## config.mk

```make
export PLATFORM = sky130hd
export DESIGN_NAME = meter_report_packet_encoder
export DESIGN_NICKNAME = d
export VERILOG_FILES = /design/src/rtl/meter_report_pkg.sv /design/src/rtl/packet_buffer.sv /design/src/rtl/serial_char_tx.sv /design/src/rtl/meter_report_packet_encoder.sv
export SDC_FILE = /design/constraint.sdc
export NUM_CORES = 1
export LEC_CHECK = 0
export BUFFER_PORTS_ARGS = -buffer_cell sky130_fd_sc_hd__clkbuf_2
export CAP_MARGIN = 40
export CELL_PAD_IN_SITES_DETAIL_PLACEMENT = 1
export CELL_PAD_IN_SITES_GLOBAL_PLACEMENT = 2
export CORE_MARGIN = 3
export CORE_UTILIZATION = 30
export DETAILED_ROUTE_END_ITERATION = 7
export HOLD_SLACK_MARGIN = 0.06
export PLACE_DENSITY_LB_ADDON = 0.3
export SLEW_MARGIN = 5
export SYNTH_ARGS = -nofsm -noshare
export SYNTH_HDL_FRONTEND = slang
export SYNTH_SLANG_ARGS = --single-unit
```

## constraint.sdc

```tcl
create_clock -name clk_sys -period 3.5 [get_ports clk_sys]
set_input_delay 0.875 -clock clk_sys [delete_from_list [all_inputs] [get_ports clk_sys]]
set_output_delay 0.875 -clock clk_sys [all_outputs]
set_load 0.01 [all_outputs]
```

## src/rtl/meter_report_pkg.sv

```systemverilog
package meter_report_pkg;

   // timing
   localparam int CLK_HZ      = 100_000_000;
   localparam int BAUD_RATE   = 19230;
   localparam int BIT_CYCLES  = CLK_HZ / BAUD_RATE;
   localparam int BIT_CNT_W   = 13;
   localparam int FRAME_BITS  = 10;
   localparam int BUF_DEPTH   = 2;

   // block layout, packet positions in send order
   localparam int PACKETS       = 14;
   localparam logic [3:0] PK_RANGE  = 4'h0;
   localparam logic [3:0] PK_DIGIT4 = 4'h1;
   localparam logic [3:0] PK_DIGIT0 = 4'h5;
   localparam logic [3:0] PK_FUNC   = 4'h6;
   localparam logic [3:0] PK_STATUS = 4'h7;
   localparam logic [3:0] PK_OPT1   = 4'h8;
   localparam logic [3:0] PK_OPT2   = 4'h9;
   localparam logic [3:0] PK_OPT3   = 4'ha;
   localparam logic [3:0] PK_OPT4   = 4'hb;
   localparam logic [3:0] PK_CR     = 4'hc;
   localparam logic [3:0] PK_LF     = 4'hd;

   // character codes
   localparam logic [6:0] FN_VOLT    = 7'h3b;
   localparam logic [6:0] FN_SMALL_I = 7'h3d;
   localparam logic [6:0] FN_MID_I   = 7'h3f;
   localparam logic [6:0] FN_FIXED_I = 7'h30;
   localparam logic [6:0] FN_MANU_I  = 7'h39;
   localparam logic [6:0] FN_OHM     = 7'h33;
   localparam logic [6:0] FN_CONT    = 7'h35;
   localparam logic [6:0] FN_DIODE   = 7'h31;
   localparam logic [6:0] FN_FREQ    = 7'h32;
   localparam logic [6:0] FN_CAP     = 7'h36;
   localparam logic [6:0] FN_TEMP    = 7'h34;
   localparam logic [6:0] FN_ADP     = 7'h3e;
   localparam logic [6:0] CODE_BASE  = 7'h30;
   localparam logic [6:0] CODE_CR    = 7'h0d;
   localparam logic [6:0] CODE_LF    = 7'h0a;
   localparam logic [2:0] FLAG_HDR   = 3'h3;
   localparam logic [2:0] FREQ_LOW_RANGES = 3'h2;

   typedef enum logic [3:0] {
      MODE_VOLT, MODE_SMALL_I, MODE_MID_I, MODE_FIXED_I, MODE_MANU_I,
      MODE_OHM, MODE_CONT, MODE_DIODE, MODE_FREQ, MODE_DUTY,
      MODE_CAP, MODE_TEMP, MODE_ADP
   } meas_mode_type;

   typedef enum logic [1:0] {
      ST_IDLE = 2'b01,
      ST_SEND = 2'b10
   } enc_state_type;

   // meter core state, one conversion result
   typedef struct packed {
      meas_mode_type   mode;
      logic [2:0]      range;
      logic [4:0][3:0] digits;
      logic            unit_celsius;
      logic            minus_sign;
      logic            low_supply_flag;
      logic            overflow_flag;
      logic            max_shown;
      logic            min_shown;
      logic            live_reading_flag;
      logic            offset_mode_flag;
      logic            signal_below_tenth;
      logic            peak_max;
      logic            peak_min;
      logic            dc_mode;
      logic            ac_mode;
      logic            auto_range;
      logic            auto_quantity_flag;
      logic            hold_mode;
      logic            smoothing_filter_flag;
   } meter_state_type;

   // four-flag packet, header in bits 6..4
   typedef struct packed {
      logic [2:0] hdr;
      logic       b3;
      logic       b2;
      logic       b1;
      logic       b0;
   } flag_packet_type;

endpackage

```

## src/rtl/packet_buffer.sv

```systemverilog
module packet_buffer
   import meter_report_pkg::*;
(
   input  wire logic       clk_sys,
   input  wire logic       rst_n,
   input  wire logic       in_valid,
   output logic            in_ready,
   input  wire logic [6:0] in_data,
   output logic            out_valid,
   input  wire logic       out_ready,
   output logic [6:0]      out_data
);

   typedef struct packed {
      logic [BUF_DEPTH-1:0][6:0] mem;
      logic                      wr_ptr;
      logic                      rd_ptr;
      logic [1:0]                count;
   } buf_state_type;

   buf_state_type s_q, s_d;
   logic          push;
   logic          pop;

   assign in_ready  = (s_q.count != 2'd2);
   assign out_valid = (s_q.count != 2'd0);
   assign out_data  = s_q.mem[s_q.rd_ptr];
   assign push      = in_valid && in_ready;
   assign pop       = out_valid && out_ready;

   // two-entry ring, honest full and empty
   always_comb begin
      s_d = s_q;
      if (push) begin
         s_d.mem[s_q.wr_ptr] = in_data;
         s_d.wr_ptr          = ~s_q.wr_ptr;
      end
      if (pop) begin
         s_d.rd_ptr = ~s_q.rd_ptr;
      end
      s_d.count = s_q.count + {1'b0, push} - {1'b0, pop};
   end

   always_ff @(posedge clk_sys or negedge rst_n) begin
      if (!rst_n) begin
         s_q <= '0;
      end else begin
         s_q <= s_d;
      end
   end

endmodule // packet_buffer

```

## src/rtl/serial_char_tx.sv

```systemverilog
module serial_char_tx
   import meter_report_pkg::*;
#(
   parameter int BIT_TIME = BIT_CYCLES
) (
   input  wire logic       clk_sys,
   input  wire logic       rst_n,
   input  wire logic       char_valid,
   output logic            char_ready,
   input  wire logic [6:0] char_data,
   output logic            line_out,
   output logic            line_busy
);

   typedef struct packed {
      logic [BIT_CNT_W-1:0] div;
      logic                 bit_en;
      logic [3:0]           bits_left;
      logic [9:0]           shift;
      logic                 line;
   } tx_state_type;

   tx_state_type s_q, s_d;

   // ready in the last stop-bit cycle too, so chars follow back to back
   assign char_ready = (s_q.bits_left == 4'd0) ||
                       (s_q.bits_left == 4'd1 && s_q.bit_en);
   assign line_out   = s_q.line;
   assign line_busy  = !char_ready;

   // baud divider enable, frame shifter lsb first
   always_comb begin
      s_d        = s_q;
      s_d.bit_en = 1'b0;
      if (s_q.div == BIT_CNT_W'(BIT_TIME - 1)) begin
         s_d.div    = '0;
         s_d.bit_en = 1'b1;
      end else begin
         s_d.div = s_q.div + 1'b1;
      end
      if (char_valid && char_ready) begin
         s_d.shift     = {1'b1, ~^char_data, char_data, 1'b0};
         s_d.bits_left = 4'(FRAME_BITS);
         s_d.div       = BIT_CNT_W'(1);                        // start bit one bit time
         s_d.bit_en    = 1'b0;                                 // no stale enable
         s_d.line      = 1'b0;
         s_d.shift     = {1'b1, s_d.shift[9:1]};
      end else if (s_q.bit_en && s_q.bits_left != 4'd0) begin
         s_d.bits_left = s_q.bits_left - 1'b1;
         s_d.line      = (s_q.bits_left == 4'd1) ? 1'b1 : s_q.shift[0];
         s_d.shift     = {1'b1, s_q.shift[9:1]};
      end
   end

   always_ff @(posedge clk_sys or negedge rst_n) begin
      if (!rst_n) begin
         s_q      <= '0;
         s_q.line <= 1'b1;
      end else begin
         s_q <= s_d;
      end
   end

endmodule // serial_char_tx

```

## src/rtl/meter_report_packet_encoder.sv

```systemverilog
// Summary of operation
// - function codes for voltage and the current modes
// - function codes for resistance, continuity, diode, frequency, capacitance, temp, adapter
// - frequency or duty: unit bit 1 for frequency, 0 for duty
// - temperature mode digits always carry the Celsius value
// - strap flag selects meaning of the two auto current codes
// - continuity and diode report range code 0110000
// - range code counts up from 0110000 per full-scale range
// - digit packets carry 0110000 plus digit value, msd first
// - status: 011, unit bit, sign, low supply, overflow
// - temperature unit bit 1 for Celsius, 0 for Fahrenheit
// - low supply and overflow bits follow their conditions
// - option one: 011, max, min, live flags in bits 3, 2, 0
// - option one bit 1 set in relative or zero-offset mode
// - option two: 011, under-range, peak max, peak min, 0
// - under-range in two lowest frequency ranges or low duty
// - option three: 011, dc, ac, auto ranging, auto quantity
// - option four: 0110, bit 2 set when strap tied low
// - option four bit 1 hold, bit 0 smoothing filter
// - carriage return code 0001101
// - line feed code 0001010
// - start 0, seven bits lsb first, odd parity, stop 1, idle 1
// - line rate 19230 baud
// - one fourteen-packet block per conversion, ending in CR LF; a conversion arriving in ST_SEND gets no block and pulses block_dropped
// - report carries live input value even while held
module meter_report_packet_encoder
   import meter_report_pkg::*;
#(
   parameter int BIT_TIME = BIT_CYCLES
) (
   input  wire logic            clk_sys,
   input  wire logic            resetn,
   input  wire logic            current_pairing_strap_n,
   input  wire logic            conversion_done,
   input  wire meter_state_type live_state,
   input  wire logic [4:0][3:0] celsius_digits,
   output logic                 serial_report_out,
   output logic                 report_busy,
   output logic                 block_dropped
);

   // encoder state, registered as one struct
   typedef struct packed {
      enc_state_type   fsm;
      logic [3:0]      pkt_idx;
      meter_state_type snap;
      logic            snap_strap;
      logic            strap_s1;
      logic            strap_s2;
      logic            dropped;
      logic            busy;
   } enc_reg_type;

   enc_reg_type s_q, s_d;

   logic [1:0] rst_sync_q;
   logic       rst_n;
   logic       buf_in_ready;
   logic       buf_in_valid;
   logic [6:0] pkt_code;
   logic       buf_out_valid;
   logic       buf_out_ready;
   logic [6:0] buf_out_data;
   logic       tx_busy;

   // reset released through two flip-flops
   always_ff @(posedge clk_sys or negedge resetn) begin
      if (!resetn) begin
         rst_sync_q <= 2'b00;
      end else begin
         rst_sync_q <= {rst_sync_q[0], 1'b1};
      end
   end

   assign rst_n = rst_sync_q[1];

   // function code of the captured mode
   function automatic logic [6:0] func_code(input meas_mode_type m);
      case (m)
         MODE_VOLT:    func_code = FN_VOLT;
         MODE_SMALL_I: func_code = FN_SMALL_I;
         MODE_MID_I:   func_code = FN_MID_I;
         MODE_FIXED_I: func_code = FN_FIXED_I;
         MODE_MANU_I:  func_code = FN_MANU_I;
         MODE_OHM:     func_code = FN_OHM;
         MODE_CONT:    func_code = FN_CONT;
         MODE_DIODE:   func_code = FN_DIODE;
         MODE_FREQ:    func_code = FN_FREQ;
         MODE_DUTY:    func_code = FN_FREQ;
         MODE_CAP:     func_code = FN_CAP;
         MODE_TEMP:    func_code = FN_TEMP;
         MODE_ADP:     func_code = FN_ADP;
         default:      func_code = FN_VOLT;
      endcase
   endfunction

   // range code, fixed for the single-range modes
   function automatic logic [6:0] range_code(input meter_state_type st);
      if (st.mode == MODE_CONT || st.mode == MODE_DIODE) begin
         range_code = CODE_BASE;
      end else begin
         range_code = CODE_BASE + {4'h0, st.range};
      end
   endfunction

   // numeric character for one decimal digit
   function automatic logic [6:0] digit_code(input logic [3:0] d);
      digit_code = CODE_BASE + {3'h0, d};
   endfunction

   // unit-select bit of the status packet
   function automatic logic unit_bit(input meter_state_type st);
      case (st.mode)
         MODE_FREQ: unit_bit = 1'b1;
         MODE_DUTY: unit_bit = 1'b0;
         MODE_TEMP: unit_bit = st.unit_celsius;
         default:   unit_bit = 1'b0;
      endcase
   endfunction

   // under-range: lowest two frequency ranges or low duty
   function automatic logic underrange_flag(input meter_state_type st);
      logic freq_low;
      freq_low = (st.mode == MODE_FREQ) && (st.range < FREQ_LOW_RANGES);
      underrange_flag = st.signal_below_tenth &&
                        (freq_low || st.mode == MODE_DUTY);
   endfunction

   // packet selected by the position in the block
   always_comb begin
      flag_packet_type fp;
      fp       = '0;
      fp.hdr   = FLAG_HDR;
      pkt_code = CODE_LF;
      case (s_q.pkt_idx)
         PK_RANGE: begin
            pkt_code = range_code(s_q.snap);
         end
         PK_FUNC: begin
            pkt_code = func_code(s_q.snap.mode);
         end
         PK_STATUS: begin
            fp.b3    = unit_bit(s_q.snap);
            fp.b2    = s_q.snap.minus_sign;
            fp.b1    = s_q.snap.low_supply_flag;
            fp.b0    = s_q.snap.overflow_flag;
            pkt_code = fp;
         end
         PK_OPT1: begin
            fp.b3    = s_q.snap.max_shown;
            fp.b2    = s_q.snap.min_shown;
            fp.b1    = s_q.snap.offset_mode_flag;
            fp.b0    = s_q.snap.live_reading_flag;
            pkt_code = fp;
         end
         PK_OPT2: begin
            fp.b3    = underrange_flag(s_q.snap);
            fp.b2    = s_q.snap.peak_max;
            fp.b1    = s_q.snap.peak_min;
            fp.b0    = 1'b0;
            pkt_code = fp;
         end
         PK_OPT3: begin
            fp.b3    = s_q.snap.dc_mode;
            fp.b2    = s_q.snap.ac_mode;
            fp.b1    = s_q.snap.auto_range;
            fp.b0    = s_q.snap.auto_quantity_flag;
            pkt_code = fp;
         end
         PK_OPT4: begin
            fp.b3    = 1'b0;
            fp.b2    = s_q.snap_strap;
            fp.b1    = s_q.snap.hold_mode;
            fp.b0    = s_q.snap.smoothing_filter_flag;
            pkt_code = fp;
         end
         PK_CR: begin
            pkt_code = CODE_CR;
         end
         PK_LF: begin
            pkt_code = CODE_LF;
         end
         default: begin
            // digits 4 down to 0 sit at positions 1 to 5
            if (s_q.pkt_idx >= PK_DIGIT4 && s_q.pkt_idx <= PK_DIGIT0) begin
               pkt_code = digit_code(
                  s_q.snap.digits[3'(PK_DIGIT0 - s_q.pkt_idx)]);
            end
         end
      endcase
   end

   assign buf_in_valid = (s_q.fsm == ST_SEND);

   // block sequencer: capture, then walk fourteen packets
   always_comb begin
      s_d          = s_q;
      s_d.strap_s1 = current_pairing_strap_n;
      s_d.strap_s2 = s_q.strap_s1;
      s_d.dropped  = 1'b0;
      case (s_q.fsm)
         ST_IDLE: begin
            if (conversion_done) begin
               s_d.snap       = live_state;
               s_d.snap_strap = ~s_q.strap_s2;
               if (live_state.mode == MODE_TEMP) begin
                  s_d.snap.digits = celsius_digits;
               end
               s_d.pkt_idx = PK_RANGE;
               s_d.fsm     = ST_SEND;
            end
         end
         ST_SEND: begin
            if (conversion_done) begin
               s_d.dropped = 1'b1;
            end
            if (buf_in_ready) begin
               if (s_q.pkt_idx == PK_LF) begin
                  s_d.fsm     = ST_IDLE;
                  s_d.pkt_idx = PK_RANGE;
               end else begin
                  s_d.pkt_idx = s_q.pkt_idx + 1'b1;
               end
            end
         end
         default: begin
            s_d.fsm     = ST_IDLE;
            s_d.pkt_idx = PK_RANGE;
         end
      endcase
      s_d.busy = (s_d.fsm == ST_SEND) || buf_out_valid || tx_busy;
   end

   always_ff @(posedge clk_sys or negedge rst_n) begin
      if (!rst_n) begin
         s_q     <= '0;
         s_q.fsm <= ST_IDLE;
      end else begin
         s_q <= s_d;
      end
   end

   assign report_busy   = s_q.busy;
   assign block_dropped = s_q.dropped;

   // two-entry buffer absorbs stalls of the serializer
   packet_buffer u_buffer (
      .clk_sys   (clk_sys),
      .rst_n     (rst_n),
      .in_valid  (buf_in_valid),
      .in_ready  (buf_in_ready),
      .in_data   (pkt_code),
      .out_valid (buf_out_valid),
      .out_ready (buf_out_ready),
      .out_data  (buf_out_data)
   );

   // character framing at the report rate
   serial_char_tx #(
      .BIT_TIME (BIT_TIME)
   ) u_tx (
      .clk_sys    (clk_sys),
      .rst_n      (rst_n),
      .char_valid (buf_out_valid),
      .char_ready (buf_out_ready),
      .char_data  (buf_out_data),
      .line_out   (serial_report_out),
      .line_busy  (tx_busy)
   );

endmodule // meter_report_packet_encoder

```

[Word-level counts from Yosys, hierarchy flattened]
Memories as Yosys holds them, arrays and structs flattened.
Index checks and enable logic that the tools add are counted.
Storage, ports and cells
  word-level logic and storage cells: 130
  register bits after elaboration: 104
  output and inout bits: 3
  bits in read-only memories: 64
  bits in writable memories: 0
  latch bits: 0
  memories: 1
Memories
  (no name shown): depth 16, width 4, read ports 1, clocked after memory_dff 0, wr ports 0, RTL line meter_report_packet_encoder.sv:79  | case (m)
Cells by class
  multiplexer cells: 25
  shift operators: 0
  add/subtract/negate cells: 8
  multiply operators: 0
  reduce and logical (&&, ||, !) cells: 22
  eq/ne operators: 22
  bitwise operators: 3
  $lt $le $gt $ge: 7
  div/mod/pow operators: 0
Operators with widths (number)
  case mux 7 bit (9 select lines): 1
  two-way mux 51 bit: 1
  == test 4 bit, second input constant: 10
  two-way mux 7 bit: 5
  two-way mux 15 bit: 2
  two-way mux 20 bit: 1
  == test 4 x 3 -> 1 bit, second input constant: 4
  bitwise mux 14 bit: 1
  two-way mux 14 bit: 1
  adder 13 x 1 -> 13 bit, second input constant: 1
  == test 13 bit, second input constant: 1
  two-way mux 13 bit: 1
  binary-select mux 4 bit (select 3 bit): 1
  case mux 6 bit (2 select lines): 1
  logical AND 1 bit: 8
  zero test 4 bit: 2
  two-way mux 4 bit: 2
  adder 6 x 3 -> 7 bit, first input constant: 1
  adder 6 x 4 -> 7 bit, first input constant: 1
  demux 7 bit (select 1 bit): 1
  XNOR reduction 7 bit: 1
  two-way mux 6 bit: 1
  inequality test 2 bit, second input constant: 3
  logical OR 1 bit: 5
  22 further kinds: 31

[Longest topological paths before layout]
  depth after elaboration: 7
  mapped depth: 12
  mapped depth without buffers: 11

[Cells and area by module]
Synthesis repeated with hierarchy kept, for this count alone.
Second synthesis, totals
  cells, all modules: 481
  area total of the unflattened synthesis: 5390.2 µm²
Modules (own cells, without submodules)
  meter_report_packet_encoder: sequential area each 1427.6 µm², area each 3066.7 µm², cells each 282, times used 1
  serial_char_tx: sequential area each 726.9 µm², area each 1443.9 µm², cells each 144, times used 1
  packet_buffer: sequential area each 450.4 µm², area each 879.6 µm², cells each 55, times used 1

[Least setup slack after synthesis]
OpenSTA, ideal clock, no wires.
  path type: reg2reg
  start: register u_tx.s_q[11] (netlist name)
  end: register u_buffer.s_q[1] (netlist name)
  period minus slack after synthesis: 2153 ps
  buffers on the path: 1
  setup time: 124 ps
  arrival: 2028 ps
  setup slack: 1347 ps
  cell stages (with the launch flop): 12
  path through: dfrtp_1 > ha_1 > a21oi_1 > nor3_1 > o21ai_1 > inv_2 > buf_2 > ha_1 > inv_1 > ha_1 > xnor2_1 > xnor2_1
RTL lines
  start: declaration: RTL line serial_char_tx.sv:23  | tx_state_type s_q, s_d;
  end signal: assignment: RTL line packet_buffer.sv:46  | s_q <= '0;
  end signal: assignment: RTL line packet_buffer.sv:48  | s_q <= s_d;
  end: declaration: RTL line packet_buffer.sv:21  | buf_state_type s_q, s_d;

[Worst setup path in the final report]
  start: register s_q[50] (netlist name)
  end: register u_buffer.s_q[4] (netlist name)
Between the ends
  cells in the longest elaborated chain, start to end: 7
Ends and longest elaborated chain
  start: declaration: RTL line meter_report_packet_encoder.sv:54  | enc_reg_type s_q, s_d;
  subtractor 3 bit: RTL line meter_report_packet_encoder.sv:187  | s_q.snap.digits[3'(PK_DIGIT0 - s_q.pkt_idx)]);
  binary-select mux 4 bit (select 3 bit): RTL line meter_report_packet_encoder.sv:187
  two-way mux 4 bit (not written as such): RTL line meter_report_packet_encoder.sv:187
  adder 6 x 4 -> 7 bit: RTL line meter_report_packet_encoder.sv:108  | digit_code = CODE_BASE + {3'h0, d};
  two-way mux 7 bit: RTL line meter_report_packet_encoder.sv:185  | if (s_q.pkt_idx >= PK_DIGIT4 && s_q.pkt_idx <= PK_DIGIT0) begin
  case mux 7 bit (9 select lines) *: RTL line meter_report_packet_encoder.sv:135  | case (s_q.pkt_idx)
  bitwise mux 14 bit *: RTL line packet_buffer.sv:35  | s_d.mem[s_q.wr_ptr] = in_data;
Mark *: on every way between the ends. The rest lies on a longest branch, timed or not. The select of a mux whose other input is x is not followed.
A chain may end at the register's enable or synchronous reset.

==> run summary <==
Critical Path RT: 3.74 ns
Final worst clock skew: 0.00811 ns
Syn Inst Count: 479
Clk_lat worst skew: 0.35 ns
WL/cell: 15.5 um
Crit path time final: 2.55 ns
M1 GR Usage: 18.2%
N_diodes: 0
CTS H-Tree Depth: 3
Max cap viols: 0
Core Area: 16200 um2
Crit-path max FO: 20
Synth Flop Type: dfrtp_1
Tot GR Track Use: 13.8%
Top cells by area, synth: dfrtp_1 49%, mux2_2 7.1%, mux2i_1 6.3%, nand2_1 4.9%, o21ai_0 4.1%
Worst-margin pin slew: 0.796 ns
First-pass GRT wire length: 20.2 mm
Initial Util: 31.2%
Total negative slack: 0 ns
Crit path DAT: 2.78 ns
Vias in the first global route: 4055
Synth Area in XOR/XNOR: 3.30%
# nets final: 626
DR DRC count: 0
# resized after CTS: 0
Via density per instance: 4.80
Period utilisation layout: 72.8%
Die X: 136 um
GR peak layer: met2
VDD IR max: 0.000304 V
Drt total wl: 11.8 mm
Worst hold path type: input port to asynchronous set/reset pin
CP Cell Sequence: ha_1 -> mux2i_1 -> o22ai_1 -> a31oi_1 -> o2111ai_1 -> mux2_2
Clock slew at reported path FFs: 0.07 ns
Final setup violation count: 0
Crit-path slowest cell: ha_1
Row cnt: 46
Worst setup SP type: flop
Slowest stage delay, CP: 0.69 ns
Synthesized flop and latch total: 100
CTS Hold Bufs: 0
Post-synthesis mux area share: 15.2%
Via count: 3667
Leakage: 2.76 nW
Post-Syn Area per Cell: 10.5 um2
Maximum buffer depth of the clock tree: 2
Total of warnings raised by yosys: 0
Power Density: 736 nW/um2
Drt initial violations: 91
DR pass1 iterations: 4
Buffer count from post-CTS setup fixing: 0
Synth Area in Adders: 3.72%
Synth Area in Compound Gates: 11.7%
Number of synthesized flops with an enable pin: 0
Final ANT Viol Nets: 0
Initial antenna violation count: 0
RePlAce Congestion: 0.771
Net count after synthesis: 562
Clk sinks: 100
Worst setup EP type: flop
Kind of critical path: flop to flop
Synth top area share: 48.6%
Root Buffer: clkbuf_16
Register area share after synthesis: 49.6%
Most frequent cell after synthesis: dfrtp_1
CTS tree: built
Synth cell types: 60
DIE AREA: 18400 um2
Inserted Clock Buffers: 9
Grt ovf: 0
FMAX: 0.392 GHz
Hold Fails Final Rpt: 0
Grt met3 use: 3.08%
Synth cell count leaders: 98 x dfrtp_1, 66 x nand2_1, 41 x o21ai_0
Post-synth top area cell: dfrtp_1
Final Core Density: 36.6%
Delay-heaviest family, CP: adder cells
Final-report max-slew violation count: 0
CP bufs+invs: 0
# IOs: 71
Syn Std Cell Area: 5050 um2
Async set-reset flop share out of synthesis: 100%
Combinational family with the most area after synthesis: multiplexers
Slew HR: 46.9%
Post-DP HPWL: 8.78 mm
RSZ-0062 raised after global routing: no
Outcome: finished, final reports clean
Simple-gate area share of the yosys netlist: 12.9%
Area grow syn2layout: 17.2%
Ratio of cells with drive above 1 in the final layout: 24.5%
I/O Buffers: 70
# fillers: 1842
Largest net degree at the start of global routing: 48
Die height: 136 um
GR Util met2: 22.8%
path summary, 6_finish.rpt:
kind                                    start  cells after the start  slack (ns)               to
min in group clk_sys            rst_sync_q[0]                      0        0.35    rst_sync_q[1]
max in group asynchronous       rst_sync_q[1]                      1        2.31          s_q[33]
worst max register to register        s_q[50]                      6        0.95  u_buffer.s_q[4]
worst min register to register  rst_sync_q[1]                      0        0.32          s_q[54]
worst max-delay path                  s_q[50]                      6        0.95  u_buffer.s_q[4]
worst min-delay path                   resetn                      1        0.31    rst_sync_q[1]
cells by family (layout without fill, tap and decap cells):
family                   after synthesis  in the layout
AO/OA/AOI/OAI                         93             93
XOR/XNOR                              19             19
adder cells (fa/ha/maj)               15             15
buffers and inverters                 41            110
flip-flops                           100            100
multiplexers                          68             68
other                                  1              1
AND/OR/NAND/NOR                      142            142
sequential cells by signal (all words and copies together) (netlist names):
register	cells
s_q	52
u_tx.s_q	28
u_buffer.s_q	14
u_tx.line_out	1
s_d	1
block_dropped	1
report_busy	1
rst_sync_q	2
metal layers:
layer  wire length (um)  up-vias
met3                347        9
met2               5620       54
met5                  0        -
met1               5730     1789
li1                   -     1815
met4                119        0
report_power, final:
part | total (mW) | switching, mW | internal (mW)
clock network | 1.01 | 0.447 | 0.558
registers | 1.98 | 0.360 | 1.62
logic | 1.37 | 0.683 | 0.688
per-stage QoR:
stage | hold WS, ns | power, mW | setup slack, ns | instance area [um2] | instances
after floorplan | 0.331 | 2.96 | 0.512 | 5050 | 479
after global placement | 0.336 | 3.30 | 1.04 | 5600 | 747
after detailed placement | 0.337 | 3.39 | 1.01 | 5620 | 748
after CTS | 0.287 | 4.43 | 0.960 | 5910 | 764
after global routing | 0.292 | 4.72 | 0.758 | 5910 | 764
final | 0.306 | 4.35 | 0.952 | 5910 | 764
cells in the final DEF (no fill, tap or decap), drive strengths merged, types with 6 or more instances in the layout:
| cell type | instances |
|---|---|
| dfrtp | 98 |
| clkbuf | 81 |
| nand2 | 66 |
| o21ai | 43 |
| mux2 | 33 |
| mux2i | 32 |
| nor2 | 30 |
| inv | 19 |
| ha | 15 |
| xnor2 | 10 |
| a21oi | 9 |
| xor2 | 9 |
| nor3 | 6 |
| nand2b | 6 |
| nand3 | 6 |
| buf | 6 |
cell type report:
type | count | area [um2] | area share, %
tap | 216 | 270 | 4.57
timing repair buffer | 76 | 408 | 6.90
inverter | 18 | 67.6 | 1.14
sequential | 100 | 2510 | 42.4
multi-input combinational | 338 | 2370 | 40.0
clock buffer | 11 | 233 | 3.93
clock inverter | 5 | 61.3 | 1.04
(Power assumes the default switching activity.)
